$ cat config.mk
export PLATFORM = sky130hd
export DESIGN_NAME = ibo_core
export DESIGN_NICKNAME = d
export VERILOG_FILES = /design/src/pkg/ibo_pkg.sv /design/src/rtl/ibo_alu.sv /design/src/rtl/ibo_core.sv
export SDC_FILE = /design/constraint.sdc
export NUM_CORES = 1
export LEC_CHECK = 0
export ABC_AREA = 1
export CORE_MARGIN = 2
export CORE_UTILIZATION = 35
export DETAILED_ROUTE_END_ITERATION = 6
export DONT_BUFFER_PORTS = 1
export GPL_TIMING_DRIVEN = 1
export PLACE_DENSITY = 0.52
export SYNTH_ARGS = -nofsm -noshare
export SYNTH_HDL_FRONTEND = slang
export SYNTH_HIERARCHICAL = 1
export SYNTH_SLANG_ARGS = --single-unit
$ cat constraint.sdc
create_clock -name mclk -period 1.65 [get_ports mclk]
set_input_delay 0.495 -clock mclk [delete_from_list [all_inputs] [get_ports mclk]]
set_output_delay 0.495 -clock mclk [all_outputs]
set_load 0.005 [all_outputs]
$ cat src/pkg/ibo_pkg.sv
/*
 * Shared constants and types for the increment, OR, move and branch execution block.
 * Assumes a single core clock and that every user of these names imports the whole package.
 */
`default_nettype none

package ibo_pkg;

	// ------------------------------------------------------------------
	// Widths
	// ------------------------------------------------------------------
	localparam int unsigned IBO_DATA_W  = 8;
	localparam int unsigned IBO_FADDR_W = 7;
	localparam int unsigned IBO_LIT_W   = 11;
	localparam int unsigned IBO_PC_W    = 13;
	localparam int unsigned IBO_LATCH_W = 8;

	// ------------------------------------------------------------------
	// Field positions
	// ------------------------------------------------------------------
	localparam int unsigned IBO_LATCH_HI = 4;
	localparam int unsigned IBO_LATCH_LO = 3;
	localparam int unsigned IBO_LIT8_HI  = 7;

	// ------------------------------------------------------------------
	// Direction operand encoding, reset values and increment and counter step constants
	// ------------------------------------------------------------------
	localparam logic IBO_DEST_ACCUM = 1'h0;
	localparam logic IBO_DEST_FILE  = 1'h1;

	localparam logic [IBO_DATA_W-1:0]  IBO_ZERO_DATA = 8'h00;
	localparam logic [IBO_DATA_W-1:0]  IBO_ONE_DATA  = 8'h01;
	localparam logic [IBO_FADDR_W-1:0] IBO_ZERO_ADDR = 7'h00;
	localparam logic [IBO_PC_W-1:0]    IBO_PC_RESET  = 13'h0000;
	localparam logic [IBO_PC_W-1:0]    IBO_PC_STEP   = 13'h0001;
	localparam logic [IBO_PC_W-1:0]    IBO_PC_SKIP   = 13'h0002;

	// ------------------------------------------------------------------
	// Decoded operation codes
	// ------------------------------------------------------------------
	typedef enum logic [2:0] {
		IBO_OP_NONE     = 3'h0,
		IBO_OP_INC_SKIP = 3'h1,
		IBO_OP_INC      = 3'h2,
		IBO_OP_BRANCH   = 3'h3,
		IBO_OP_OR_LIT   = 3'h4,
		IBO_OP_OR_FILE  = 3'h5,
		IBO_OP_MOVE     = 3'h6
	} ibo_op_t;

	// Execution states, one-hot.
	typedef enum logic [1:0] {
		IBO_ST_EXEC  = 2'h1,
		IBO_ST_FLUSH = 2'h2
	} ibo_state_t;

endpackage

`default_nettype wire

$ cat src/rtl/ibo_alu.sv
/*
 * Result datapath: increment, OR with literal or file operand, and plain move.
 * Assumes operands are stable within the cycle; purely combinational.
 */
`timescale 1ns/10ps
`default_nettype none

module ibo_alu
	import ibo_pkg::*;
(
	input  wire ibo_op_t               op,          // Decoded operation
	input  wire logic [IBO_DATA_W-1:0] accum,       // Working register value
	input  wire logic [IBO_DATA_W-1:0] file_val,    // Addressed file register value
	input  wire logic [IBO_DATA_W-1:0] literal8,    // Eight-bit immediate
	output logic      [IBO_DATA_W-1:0] result,      // Operation result
	output logic                       result_zero, // Result is all zero
	output logic                       zero_update  // Operation affects the zero flag
);

	// ------------------------------------------------------------------
	// Datapath
	// ------------------------------------------------------------------
	always_comb begin
		result      = file_val;
		zero_update = 1'b0;
		case (op)
			IBO_OP_INC_SKIP: begin
				// Eight-bit add drops the carry, so all ones wraps to zero.
				result = IBO_DATA_W'(file_val + IBO_ONE_DATA);
			end
			IBO_OP_INC: begin
				result      = IBO_DATA_W'(file_val + IBO_ONE_DATA);
				zero_update = 1'b1;
			end
			IBO_OP_OR_LIT: begin
				result      = accum | literal8;
				zero_update = 1'b1;
			end
			IBO_OP_OR_FILE: begin
				result      = accum | file_val;
				zero_update = 1'b1;
			end
			IBO_OP_MOVE: begin
				result      = file_val;
				zero_update = 1'b1;
			end
			default: begin
				result      = file_val;
				zero_update = 1'b0;
			end
		endcase
	end

	assign result_zero = (result == IBO_ZERO_DATA);

endmodule

`default_nettype wire

$ cat src/rtl/ibo_core.sv
/*
 * Execution block for a subset of an 8-bit core's instruction set: increment with
 * skip on zero, increment, unconditional branch, OR with literal or file register,
 * and move from file register. Holds the working register, the zero flag and the
 * program counter.
 * Assumes instructions arrive already decoded from logic on the same clock, that the
 * file register array is core-internal with a combinational read port, and that the
 * fetch side drops the prefetched word whenever a flush cycle is shown.
 */


`timescale 1ns/10ps
`default_nettype none

module ibo_core
	import ibo_pkg::*;
#(
	parameter logic [IBO_PC_W-1:0] PC_RESET = IBO_PC_RESET // Counter value after reset
)
(
	input  wire logic                    mclk,                // Core clock, 200 MHz
	input  wire logic                    sys_rst,             // Asynchronous reset, active high
	input  wire logic                    op_valid,            // Decoded instruction present
	output logic                         op_ready,            // Ready to take an instruction this cycle
	input  wire ibo_op_t                 op_code,             // Decoded operation
	input  wire logic [IBO_FADDR_W-1:0]  op_file_addr,        // File register operand
	input  wire logic                    op_dest,             // Direction operand
	input  wire logic [IBO_LIT_W-1:0]    op_literal,          // Immediate, 11 bits for branch
	input  wire logic [IBO_LATCH_W-1:0]  upper_address_latch, // Upper program address latch
	output logic      [IBO_FADDR_W-1:0]  file_rd_addr,        // File read address
	input  wire logic [IBO_DATA_W-1:0]   file_rd_data,        // File read data, same cycle
	output logic                         file_wr_en,          // File write strobe
	output logic      [IBO_FADDR_W-1:0]  file_wr_addr,        // File write address
	output logic      [IBO_DATA_W-1:0]   file_wr_data,        // File write data
	output logic      [IBO_DATA_W-1:0]   accum,               // Working register
	output logic                         zero_flag,           // Zero status flag
	output logic      [IBO_PC_W-1:0]     pc,                  // Program counter
	output logic                         flush_cycle          // Second cycle executes as no-op
);

	// ------------------------------------------------------------------
	// State
	// ------------------------------------------------------------------
	ibo_state_t                state_q;
	ibo_state_t                state_d;
	logic [IBO_DATA_W-1:0]     accum_q;
	logic [IBO_DATA_W-1:0]     accum_d;
	logic                      zero_q;
	logic                      zero_d;
	logic [IBO_PC_W-1:0]       pc_q;
	logic [IBO_PC_W-1:0]       pc_d;
	logic                      wr_en_q;
	logic                      wr_en_d;
	logic [IBO_FADDR_W-1:0]    wr_addr_q;
	logic [IBO_FADDR_W-1:0]    wr_addr_d;
	logic [IBO_DATA_W-1:0]     wr_data_q;
	logic [IBO_DATA_W-1:0]     wr_data_d;

	// ------------------------------------------------------------------
	// Datapath
	// ------------------------------------------------------------------
	logic [IBO_DATA_W-1:0]     alu_result;
	logic                      alu_zero;
	logic                      alu_zero_update;
	logic                      take;
	logic                      routes_by_dest;
	logic [IBO_PC_W-1:0]       branch_target;
	logic                      skip_hit;

	ibo_alu u_alu (
		.op          (op_code),
		.accum       (accum_q),
		.file_val    (file_rd_data),
		.literal8    (op_literal[IBO_LIT8_HI:0]),
		.result      (alu_result),
		.result_zero (alu_zero),
		.zero_update (alu_zero_update)
	);

	// Only the exec state accepts work; the flush cycle refuses it so the
	// fetch side sees the stall as the lost slot.
	assign op_ready     = (state_q == IBO_ST_EXEC);
	assign take         = op_valid && op_ready;
	assign file_rd_addr = op_file_addr;
	assign flush_cycle  = (state_q == IBO_ST_FLUSH);

	// ------------------------------------------------------------------
	// Decode
	// ------------------------------------------------------------------
	// Only the file-operand instructions obey the direction operand; a literal OR and a
	// branch ignore it even when it is high.
	assign routes_by_dest = (op_code == IBO_OP_INC_SKIP) || (op_code == IBO_OP_INC)
		|| (op_code == IBO_OP_OR_FILE) || (op_code == IBO_OP_MOVE);
	assign skip_hit       = (op_code == IBO_OP_INC_SKIP) && alu_zero;

	assign branch_target = {upper_address_latch[IBO_LATCH_HI:IBO_LATCH_LO], op_literal};

	// ------------------------------------------------------------------
	// Sequencing: program counter and flush slot
	// ------------------------------------------------------------------
	// The counter steps by two on a skip so that the fetch side only has to drop the
	// one prefetched word; the flush slot is that dropped word.
	always_comb begin
		state_d = state_q;
		pc_d    = pc_q;
		case (state_q)
			IBO_ST_EXEC: begin
				if (take) begin
					pc_d = IBO_PC_W'(pc_q + IBO_PC_STEP);
					if (skip_hit) begin
						// The skipped word still advances the counter.
						pc_d    = IBO_PC_W'(pc_q + IBO_PC_SKIP);
						state_d = IBO_ST_FLUSH;
					end
					if (op_code == IBO_OP_BRANCH) begin
						pc_d    = branch_target;
						state_d = IBO_ST_FLUSH;
					end
				end
			end
			IBO_ST_FLUSH: begin
				// Flags and registers hold; this is the no-op cycle.
				state_d = IBO_ST_EXEC;
			end
			default: begin
				state_d = IBO_ST_EXEC;
			end
		endcase
	end

	always_ff @(posedge mclk or posedge sys_rst) begin
		if (sys_rst) begin
			state_q <= IBO_ST_EXEC;
			pc_q    <= PC_RESET;
		end else begin
			state_q <= state_d;
			pc_q    <= pc_d;
		end
	end

	// ------------------------------------------------------------------
	// Working register and zero flag
	// ------------------------------------------------------------------
	// A take only happens in the exec state, so the flush slot leaves both untouched.
	always_comb begin
		accum_d = accum_q;
		zero_d  = zero_q;
		if (take) begin
			if (routes_by_dest && (op_dest == IBO_DEST_ACCUM)) begin
				accum_d = alu_result;
			end
			if (op_code == IBO_OP_OR_LIT) begin
				accum_d = alu_result;
			end
			// Increment-and-skip and branch never reach this update.
			if (alu_zero_update) begin
				zero_d = alu_zero;
			end
		end
	end

	always_ff @(posedge mclk or posedge sys_rst) begin
		if (sys_rst) begin
			accum_q <= IBO_ZERO_DATA;
			zero_q  <= 1'b0;
		end else begin
			accum_q <= accum_d;
			zero_q  <= zero_d;
		end
	end

	// ------------------------------------------------------------------
	// File write port
	// ------------------------------------------------------------------
	always_comb begin
		wr_en_d   = 1'b0;
		wr_addr_d = wr_addr_q;
		wr_data_d = wr_data_q;
		if (take && routes_by_dest && (op_dest == IBO_DEST_FILE)) begin
			// A write back onto the same value still strobes, so a move onto itself is seen.
			wr_en_d   = 1'b1;
			wr_addr_d = op_file_addr;
			wr_data_d = alu_result;
		end
	end

	always_ff @(posedge mclk or posedge sys_rst) begin
		if (sys_rst) begin
			wr_en_q   <= 1'b0;
			wr_addr_q <= IBO_ZERO_ADDR;
			wr_data_q <= IBO_ZERO_DATA;
		end else begin
			wr_en_q   <= wr_en_d;
			wr_addr_q <= wr_addr_d;
			wr_data_q <= wr_data_d;
		end
	end

	// ------------------------------------------------------------------
	// Outputs
	// ------------------------------------------------------------------
	// File writes land one cycle after the take, so an instruction that reads the same
	// address in the very next cycle sees the old value unless the register file
	// forwards it; this block leaves forwarding to the register file.
	assign accum        = accum_q;
	assign zero_flag    = zero_q;
	assign pc           = pc_q;
	assign file_wr_en   = wr_en_q;
	assign file_wr_addr = wr_addr_q;
	assign file_wr_data = wr_data_q;

endmodule

`default_nettype wire

==> run_results.csv, run 1 <==
group,metric,value,unit
timing,report.final.slew_viol_count,0,
synth,synth_area,0.00279,mm^2
cts,clockBufferDepth,2,
global_route,grt_max_degree,41,
global_route,grt_overflow,0,
pwr,netSwitchingFraction,35.8,%
timing,hold_ws,0.109,ns
final_layout,drive_gt1_share,25.1,%
placed_design,io_buffers,0,
worst_setup_path,start_kind,"primary input",
placed_design,hpwl,5750,um
die,start_util,36.1,%
detailed_routing,wl_per_cell,13.9,um
pwr,comb_power_share,32.0,%
final_layout,multi_input_area,0.00158,mm^2
cts,cts_htree_levels,2,
global_route,grt_pass1_wl,12000,um
timing,tns,-2.98,ns
synth,synth-edff-count,0,
global_route,grt_util_all_layers,17.6,%
worst_setup_path,r2r_cells,14,
synth,synth_top_area_share,35.0,%
pwr,power,0.00364,W
final_layout,nNetsFinal,474,
cts,cts_tree,"built",
pwr,leakage,1.72,nW
global_route,grt_use_met2,27.8,%
pwr,switching_power,0.00130,W
synth,synth_top_area_cell,"dfrtp_1",
timing,hold_viol_final,0,
placed_design,place_congestion,0.883,
outcome,status,"complete, but fails checks",
global_route,use_met1,23.0,%
timing,setup_viol,14,
final_layout,diodes,0,
synth,synth_area_leaders,"dfrtp_1 35%, nand2_1 19%, nand3_1 5.9%",
hold_path,hold_path_class,"in2async",
cts,insertion_delay,0.29,ns
pwr,seq_power_share,42.0,%
final_layout,area_delta_synth_final,20.0,%
timing,period_minus_slack,1.91,ns
cts,clk_pin_slew_worst_paths,0.08,ns
detailed_routing,vias,2520,
timing,fin_skew,0.00526,ns
detailed_routing,first_pass_iters,4,
global_route,grt.met3_usage,5.64,%
global_route,grt-busiest-layer,"met2",
die,core-area,0.00773,mm^2
detailed_routing,drt_iter0_markers,109,
outcome,violations,"setup timing",
worst_setup_path,crit_fanout,7,
cts,root_buffer,"clkbuf_8",
worst_setup_path,r2r_slack,-0.24,ns
pwr,powerDensity,1090,mW/mm^2
die,die_h,93.3,um
timing,relSlewSlack,81.4,%
cts,cts_num_sinks,40,
synth,syn_nets,444,
detailed_routing,antenna_left,0,
synth,synth-seq-cells,40,
synth,synthesis.instances,397,
worst_setup_path,path_class,"in2reg",
die,num_rows,32,
pwr,p_int,0.00234,W
worst_setup_path,cp.arrival,2.09,ns
synth,synthDistinctLibCells,31,
pwr,ir_worst_vdd,0.503,mV
detailed_routing,post-route-drc-count,0,
worst_setup_path,r2r_end,"pc[4]$_DFFE_PP0P_",
timing,rsz0062_at_grt,"true",
timing,worstMarginPinSlew,0.279,ns
die,io_pins,88,
synth,ys_seq_area_share,35.9,%
worst_setup_path,rr_startpoint,"accum[3]$_DFFE_PP0P_",
job,maxCapViolCount,0,
die,die_area,0.00870,mm^2
synth,synth-main-ff-cell,"dfrtp_1",
global_route,antenna_found_initial,0,
timing,max_freq,0.525,GHz
detailed_routing,routed_via_density,4.76,
worst_setup_path,cp.required,1.84,ns
synth,ys_warn_count,6,
detailed_routing,wl,7370,um
synth,synthArstFlopShare,100,%
final_layout,seq_area,0.00100,mm^2
worst_setup_path,endpoint_kind,"register",
pwr,clkPwrFrac,26.0,%
synth,avgSynthCellArea,7.03,um^2
global_route,grt_pass1_vias,2425,
cts,cts_made_buffers,5,
timing,setup_ws,-0.255,ns
die,die_width,93.3,um
final_layout,final.fill_count,795,
timing,finalCritPeriodShare,115,%
-- power by group through the flow --
stage	logic, W	registers, W	clock network, W
2_1_floorplan	0.000828	0.00147	0
3_3_place_gp	0.00114	0.00154	0
3_5_place_dp	0.00115	0.00154	0
4_1_cts	0.00118	0.00153	0.000983
5_1_grt	0.00133	0.00156	0.00102
6_report	0.00117	0.00153	0.000945
-- worst max-delay path by stage --
stage / start / end / slack, ns / cells past startpoint
final: op_code[1] / pc[4]$_DFFE_PP0P_ / -0.26 / 18
after global routing: accum[2]$_DFFE_PP0P_ / pc[12]$_DFFE_PP0P_ / -0.43 / 14
after CTS: accum[2]$_DFFE_PP0P_ / pc[4]$_DFFE_PP0P_ / -0.24 / 14
after detailed placement: file_rd_data[0] / pc[11]$_DFFE_PP0P_ / -0.70 / 16
after global placement: file_rd_data[0] / pc[11]$_DFFE_PP0P_ / -0.66 / 16
after floorplan: op_code[0] / pc[11]$_DFFE_PP0P_ / -0.45 / 19
-- cell usage in the layout (no fill, tap or decap), types with 5 or more instances in the layout --
cell / netlist / final
nor2_1: 38 / 32
nand2_1: 141 / 137
ha_1: 6 / 5
nor2_2: 4 / 6
nand3_1: 33 / 30
nand4_1: 8 / 8
inv_1: 41 / 39
a21oi_1: 8 / 6
o21ai_2: 17 / 17
nand2_2: 8 / 10
o21ai_0: 8 / 5
clkbuf_8: 0 / 5
buf_4: 7 / 36
nand3b_1: 8 / 8
dfrtp_1: 39 / 39
-- worst max-delay path: stages --
cell and delay, ns:
inv_2 0.10, nand2_1 0.06, nand2_1 0.07, nand2_2 0.09, nand2_1 0.07, nand2_1 0.06, nand2_1 0.06, nand2_1 0.07
nor2_1 0.11, nand2_1 0.09, nor2_4 0.16, nand3_4 0.14, o21ai_4 0.21, nand2_1 0.08, nand2_1 0.05, nand3_1 0.07
nand2_1 0.06, nand2_1 0.05
-- metrics by stage --
stage,instances,cell area [um^2],setup WS [ns],utilization (%)
CTS,529,3340,-0.242,43.2
global placement,522,3180,-0.663,41.1
detailed placement,522,3180,-0.697,41.1
global route,529,3350,-0.432,43.3
finish,529,3350,-0.255,43.3
floorplan,397,2880,-0.452,-
-- Yosys cell counts (7+ instances only) --
cell,number
nand2_1,141
dfrtp_1,39
nand4_1,8
a21oi_1,8
nand2_2,8
nor2_1,38
o21ai_0,8
nand3b_1,8
o21ai_2,17
nand3_1,33
inv_1,41
buf_4,7
-- registers in the layout, summed over array words and instances (netlist names) --
| name | cells |
|---|---|
| file_wr_addr | 7 |
| file_wr_data | 8 |
| zero_flag | 1 |
| accum | 8 |
| state_q | 2 |
| file_wr_en | 1 |
| pc | 13 |
-- cell type report --
class,count,share of cell area [%]
Inverter,49,5.94
Timing Repair Buffer,38,9.27
Multi-Input combinational cell,293,47.2
Tap cell,102,3.81
Clock inverter,2,1.79
Clock buffer,5,2.06
Sequential cell,40,29.9
-- cell families after synthesis --
| logic type | Yosys count | synth area share, % |
|---|---|---|
| flip-flops | 40 | 35.9 |
| multiplexers | 1 | 0.404 |
| AND/OR/NAND/NOR | 245 | 39.4 |
| buffers and inverters | 64 | 11.3 |
| adder cells (fa/ha/maj) | 6 | 2.69 |
| AO/OA/AOI/OAI | 39 | 9.64 |
| XOR/XNOR | 2 | 0.628 |
-- layer usage --
layer / vias up / routed length (um) / share of wire, %
met3: 9 / 602 / 8.2
li1: 1300 / - / -
met1: 1135 / 3390 / 46
met2: 76 / 3290 / 45
met5: - / 0 / 0
met4: 0 / 93 / 1.3
-- what timing repair did --
item                                    in CTS  in global routing
setup buffers                                0                  0
cloned                                       0                  0
endpoints found under the setup margin      15                 15
hold endpoints to repair                     0                  0
gates resized for setup                      8                  4
pin swaps                                   10                  3
hold buffers                                 0                  0
No activity file was read; power rests on OpenSTA's default activity.
==> run 2: changes to the inputs <==
- CORE_ASPECT_RATIO: not set -> 1.4
- PLACE_DENSITY: 0.52 -> 0.59
==> run_results.csv, run 2 (synthesis gave the netlist of run 1 again) <==
group,metric,value,unit
final_layout,seq_area,0.00100,mm^2
pwr,leakage,1.76,nW
worst_setup_path,start_kind,"primary input",
worst_setup_path,r2r_slack,-0.30,ns
final_layout,final_cell_mix,"136 x nand2_1, 39 x inv_1, 39 x dfrtp_1",
cts,cts_made_buffers,5,
worst_setup_path,cp.arrival,2.20,ns
timing,setup_viol,17,
timing,worstMarginPinSlew,0.316,ns
timing,finalCritPeriodShare,119,%
timing,fin_skew,0.00652,ns
global_route,grt_max_degree,41,
die,core-area,0.00775,mm^2
final_layout,final.fill_count,778,
placed_design,hpwl,5870,um
hold_path,hold_path_class,"in2async",
final_layout,area_delta_synth_final,22.8,%
final_layout,largest_reg_flops,13,
placed_design,place_area,0.00316,mm^2
detailed_routing,drt_iter0_markers,109,
detailed_routing,antenna_left,0,
job,maxCapViolCount,0,
final_layout,drive_gt1_share,26.3,%
worst_setup_path,cp.required,1.88,ns
global_route,grt_util_all_layers,18.6,%
detailed_routing,first_pass_iters,4,
die,io_pins,88,
die,start_util,36.0,%
die,num_rows,38,
global_route,grt_pass1_wl,12600,um
final_layout,final_common_cell,"nand2_1",
timing,period_minus_slack,1.97,ns
timing,rsz0062_at_grt,"true",
cts,cts_num_sinks,40,
pwr,ir_worst_vdd,0.579,mV
final_layout,nNetsFinal,480,
timing,hold_viol_final,0,
detailed_routing,post-route-drc-count,0,
placed_design,place_congestion,0.924,
final_layout,multi_input_area,0.00159,mm^2
cts,insertion_delay,0.29,ns
pwr,powerDensity,1050,mW/mm^2
die,die_h,110,um
worst_setup_path,endpoint_kind,"register",
timing,report.final.slew_viol_count,0,
detailed_routing,wl,7800,um
placed_design,io_buffers,0,
global_route,grt_overflow,0,
die,die_area,0.00871,mm^2
die,die_width,79.5,um
timing,setup_ws,-0.322,ns
timing,max_freq,0.507,GHz
detailed_routing,wl_per_cell,14.6,um
timing,hold_ws,0.141,ns
outcome,status,"complete, but fails checks",
detailed_routing,vias,2655,
outcome,violations,"setup timing",
detailed_routing,routed_via_density,4.97,
final_layout,stdcell_area,0.00343,mm^2
worst_setup_path,path_class,"in2reg",
global_route,antenna_found_initial,0,
cts,clockBufferDepth,2,
cts,clk_pin_slew_worst_paths,0.08,ns
global_route,grt_pass1_vias,2645,
final_layout,final_cells,534,
cts,cts_tree,"built",
worst_setup_path,crit_fanout,7,
placed_design,dp.cells,515,
placed_design,pre_cts_ws,-0.716,ns
cts,cts_htree_levels,2,
timing,relSlewSlack,79.0,%
final_layout,diodes,0,
cts,root_buffer,"clkbuf_8",
==> run 2: changes by cell type in the layout (fill, tap and decap cells not counted), moves of 2 or more <==
| cell | before | now |
|---|---|---|
| nor2_2 | 6 | 3 |
| buf_12 | 2 | 4 |
| nor2_1 | 32 | 34 |
| buf_4 | 36 | 34 |
| buf_6 | 0 | 6 |
==> run 2: through the flow <==
stage / power (W) / util, % / setup TNS [ns]
4_1_cts: 0.00359 / 43.5 / -3.12
3_5_place_dp: 0.00270 / 40.8 / -9.84
2_1_floorplan: 0.00230 / - / -5.30
3_3_place_gp: 0.00266 / 40.8 / -9.70
5_1_grt: 0.00384 / 44.2 / -7.26
6_report: 0.00359 / 44.2 / -4.35
==> run 2: critical path, cell delays in order <==
cell	delay [ns]
ha_4	0.12
nand2_2	0.06
nor2_4	0.11
nand3_1	0.08
nand3_1	0.11
nand3_2	0.09
nor2_1	0.13
nand2_1	0.11
nor2_4	0.16
nand3_4	0.14
nor2_1	0.25
nand2_1	0.08
nand4_1	0.10
o21a_1	0.15
==> run 2: path summary, 6_finish.rpt <==
| kind | start | endpoint | cells after the start |
|---|---|---|---|
| hold / removal | sys_rst | pc[2]$_DFFE_PP0P_ | 2 |
| hold reg to reg | file_wr_addr[0]$_DFFE_PP0P_ | file_wr_addr[0]$_DFFE_PP0P_ | 2 |
| max in group asynchronous | sys_rst | state_q[0]$_DFFE_PP1P_ | 2 |
| min in group mclk | op_file_addr[0] | file_wr_addr[0]$_DFFE_PP0P_ | 2 |
| setup / recovery | file_rd_data[0] | pc[2]$_DFFE_PP0P_ | 14 |
| setup reg to reg | accum[6]$_DFFE_PP0P_ | pc[2]$_DFFE_PP0P_ | 12 |
==> run 2: where the power goes <==
part | total (W) | internal (W) | switching [W]
clock | 0.000801 | 0.000449 | 0.000352
combinational | 0.00126 | 0.000567 | 0.000695
sequential | 0.00152 | 0.00122 | 0.000298
total | 0.00359 | 0.00224 | 0.00135
==> run 2: what timing repair did <==
action                     in CTS  in global routing
pin swaps                      13                 12
resized for setup              13                  8
buffers inserted                7                  4
hold buffers                    0                  0
gates cloned                    0                  0
setup endpoints to repair      15                 17
==> run 2: cell type report <==
type                       instances  area share [%]
tap                              100            3.65
clock buffer                       6            2.12
clock inverter                     2            1.02
timing repair buffer              44            11.8
sequential                        40            29.2
multi-input combinational        293            46.3
inverter                          49            5.88
==> run 2: layer usage <==
metal / GRT usage, % / up-vias / part of all wire [%]
li1: - / 1325 / -
met4: 7.64 / 0 / 3.2
met5: 0 / - / 0
met2: 34.9 / 85 / 51
met1: 19.4 / 1224 / 39
met3: 4.76 / 21 / 7.2
==> run 3: changes to the inputs <==
- TNS_END_PERCENT: not set -> 10
==> run_results.csv, run 3 (synthesis gave the netlist of run 1 again) <==
group,metric,value,unit
outcome,status,"complete, but fails checks",
outcome,violations,"setup timing",
detailed_routing,drt_iter0_markers,146,
placed_design,place_congestion,0.853,
timing,period_minus_slack,2.03,ns
worst_setup_path,cp.required,1.85,ns
final_layout,final_cell_mix,"135 x nand2_1, 43 x buf_4, 39 x inv_1, 39 x dfrtp_1, 28 x nor2_1",
placed_design,hpwl,6040,um
cts,cts_num_sinks,40,
timing,setup_ws,-0.379,ns
timing,finalCritPeriodShare,123,%
die,num_rows,38,
cts,cts_made_buffers,5,
timing,relSlewSlack,75.4,%
final_layout,final_cells,541,
worst_setup_path,crit_fanout,7,
timing,hold_viol_final,0,
global_route,grt_overflow,0,
cts,insertion_delay,0.30,ns
job,maxCapViolCount,0,
timing,tns,-5.71,ns
die,die_area,0.00871,mm^2
worst_setup_path,start_kind,"register",
detailed_routing,antenna_left,0,
final_layout,diodes,0,
global_route,grt_util_all_layers,19.6,%
timing,hold_ws,0.131,ns
detailed_routing,post-route-drc-count,0,
cts,root_buffer,"clkbuf_8",
cts,ctsHoldBuffers,0,
pwr,leakage,1.78,nW
timing,rsz0062_at_grt,"true",
placed_design,dp.cells,518,
die,io_pins,88,
worst_setup_path,r2r_slack,-0.38,ns
final_layout,seq_area,0.00100,mm^2
final_layout,nNetsFinal,487,
die,start_util,36.0,%
cts,clockBufferDepth,2,
final_layout,largest_reg_flops,13,
timing,setup_viol,18,
final_layout,final_common_cell,"nand2_1",
detailed_routing,routed_via_density,5.05,
cts,cts_htree_levels,2,
pwr,ir_worst_vdd,0.576,mV
cts,cts_tree,"built",
timing,worstMarginPinSlew,0.368,ns
die,die_width,79.5,um
die,core-area,0.00775,mm^2
global_route,grt_max_degree,41,
final_layout,final.fill_count,809,
placed_design,io_buffers,0,
timing,fin_skew,0.0104,ns
detailed_routing,wl_per_cell,15.3,um
timing,max_freq,0.493,GHz
worst_setup_path,endpoint_kind,"register",
global_route,grt_pass1_wl,13200,um
die,die_h,110,um
global_route,antenna_found_initial,0,
pwr,power,0.00346,W
hold_path,hold_path_class,"in2async",
detailed_routing,wl,8250,um
detailed_routing,first_pass_iters,4,
final_layout,area_delta_synth_final,23.8,%
pwr,powerDensity,1000,mW/mm^2
worst_setup_path,cp.arrival,2.22,ns
worst_setup_path,path_class,"reg2reg",
global_route,grt_pass1_vias,2683,
cts,clk_pin_slew_worst_paths,0.08,ns
final_layout,drive_gt1_share,29.5,%
detailed_routing,vias,2732,
final_layout,multi_input_area,0.00162,mm^2
timing,report.final.slew_viol_count,0,
## run 3: critical path, stage by stage, from the launching register on
cell	delay [ns]
dfrtp_1	0.41
a21oi_2	0.12
nor2_1	0.06
a21oi_1	0.14
nand2_1	0.12
nor2_2	0.17
nand2_2	0.09
nor2_4	0.14
nand3_4	0.14
nand2_4	0.12
nand2_4	0.08
nor2_2	0.12
nor2_1	0.05
o21ai_1	0.11
nand2_1	0.06
## run 3: layer usage
| layer | vias up | global-route usage, % | wire length [um] | share of wire (%) |
|---|---|---|---|---|
| met5 | - | 0 | 0 | 0 |
| met4 | 0 | 9.24 | 369 | 4.5 |
| met3 | 40 | 6.98 | 720 | 8.7 |
| met2 | 112 | 34.8 | 4180 | 51 |
| met1 | 1241 | 20.6 | 2990 | 36 |
| li1 | 1339 | - | - | - |
## run 3: final cells by class
cell class,instances,area share [%]
clock buffers,7,2.21
inverters,49,5.83
well taps,100,3.62
clock inverters,1,0.254
multi-input cells,293,46.8
flip-flops and latches,40,29.0
repair buffers,51,12.2
## run 3: what timing repair did
action	in CTS	in global routing
cloned	0	0
pin swaps	14	13
resized for setup	24	11
buffers inserted	9	6
endpoints found under the setup margin	15	20
## run 3: per-stage QoR
stage	instance area, um^2	util [%]	worst slack, ns
after floorplan	2870	-	-0.460
after global placement	3140	40.5	-0.723
after detailed placement	3140	40.5	-0.731
after CTS	3380	43.6	-0.280
after global routing	3450	44.6	-0.560
final	3450	44.6	-0.379
## run 3: where the power goes
part           internal (W)  switching (W)
sequential          0.00122       0.000303
combinational      0.000569       0.000701
clock              0.000303       0.000359
## run 3: worst paths after layout
kind,startpoint,cells past startpoint,endpoint
worst max-delay path,accum[3]$_DFFE_PP0P_,14,pc[11]$_DFFE_PP0P_
worst max register to register,accum[3]$_DFFE_PP0P_,14,pc[11]$_DFFE_PP0P_
min in group mclk,op_file_addr[6],2,file_wr_addr[6]$_DFFE_PP0P_
worst min register to register,file_wr_addr[5]$_DFFE_PP0P_,2,file_wr_addr[5]$_DFFE_PP0P_
max in group asynchronous,sys_rst,2,state_q[0]$_DFFE_PP1P_
worst min-delay path,sys_rst,2,pc[2]$_DFFE_PP0P_
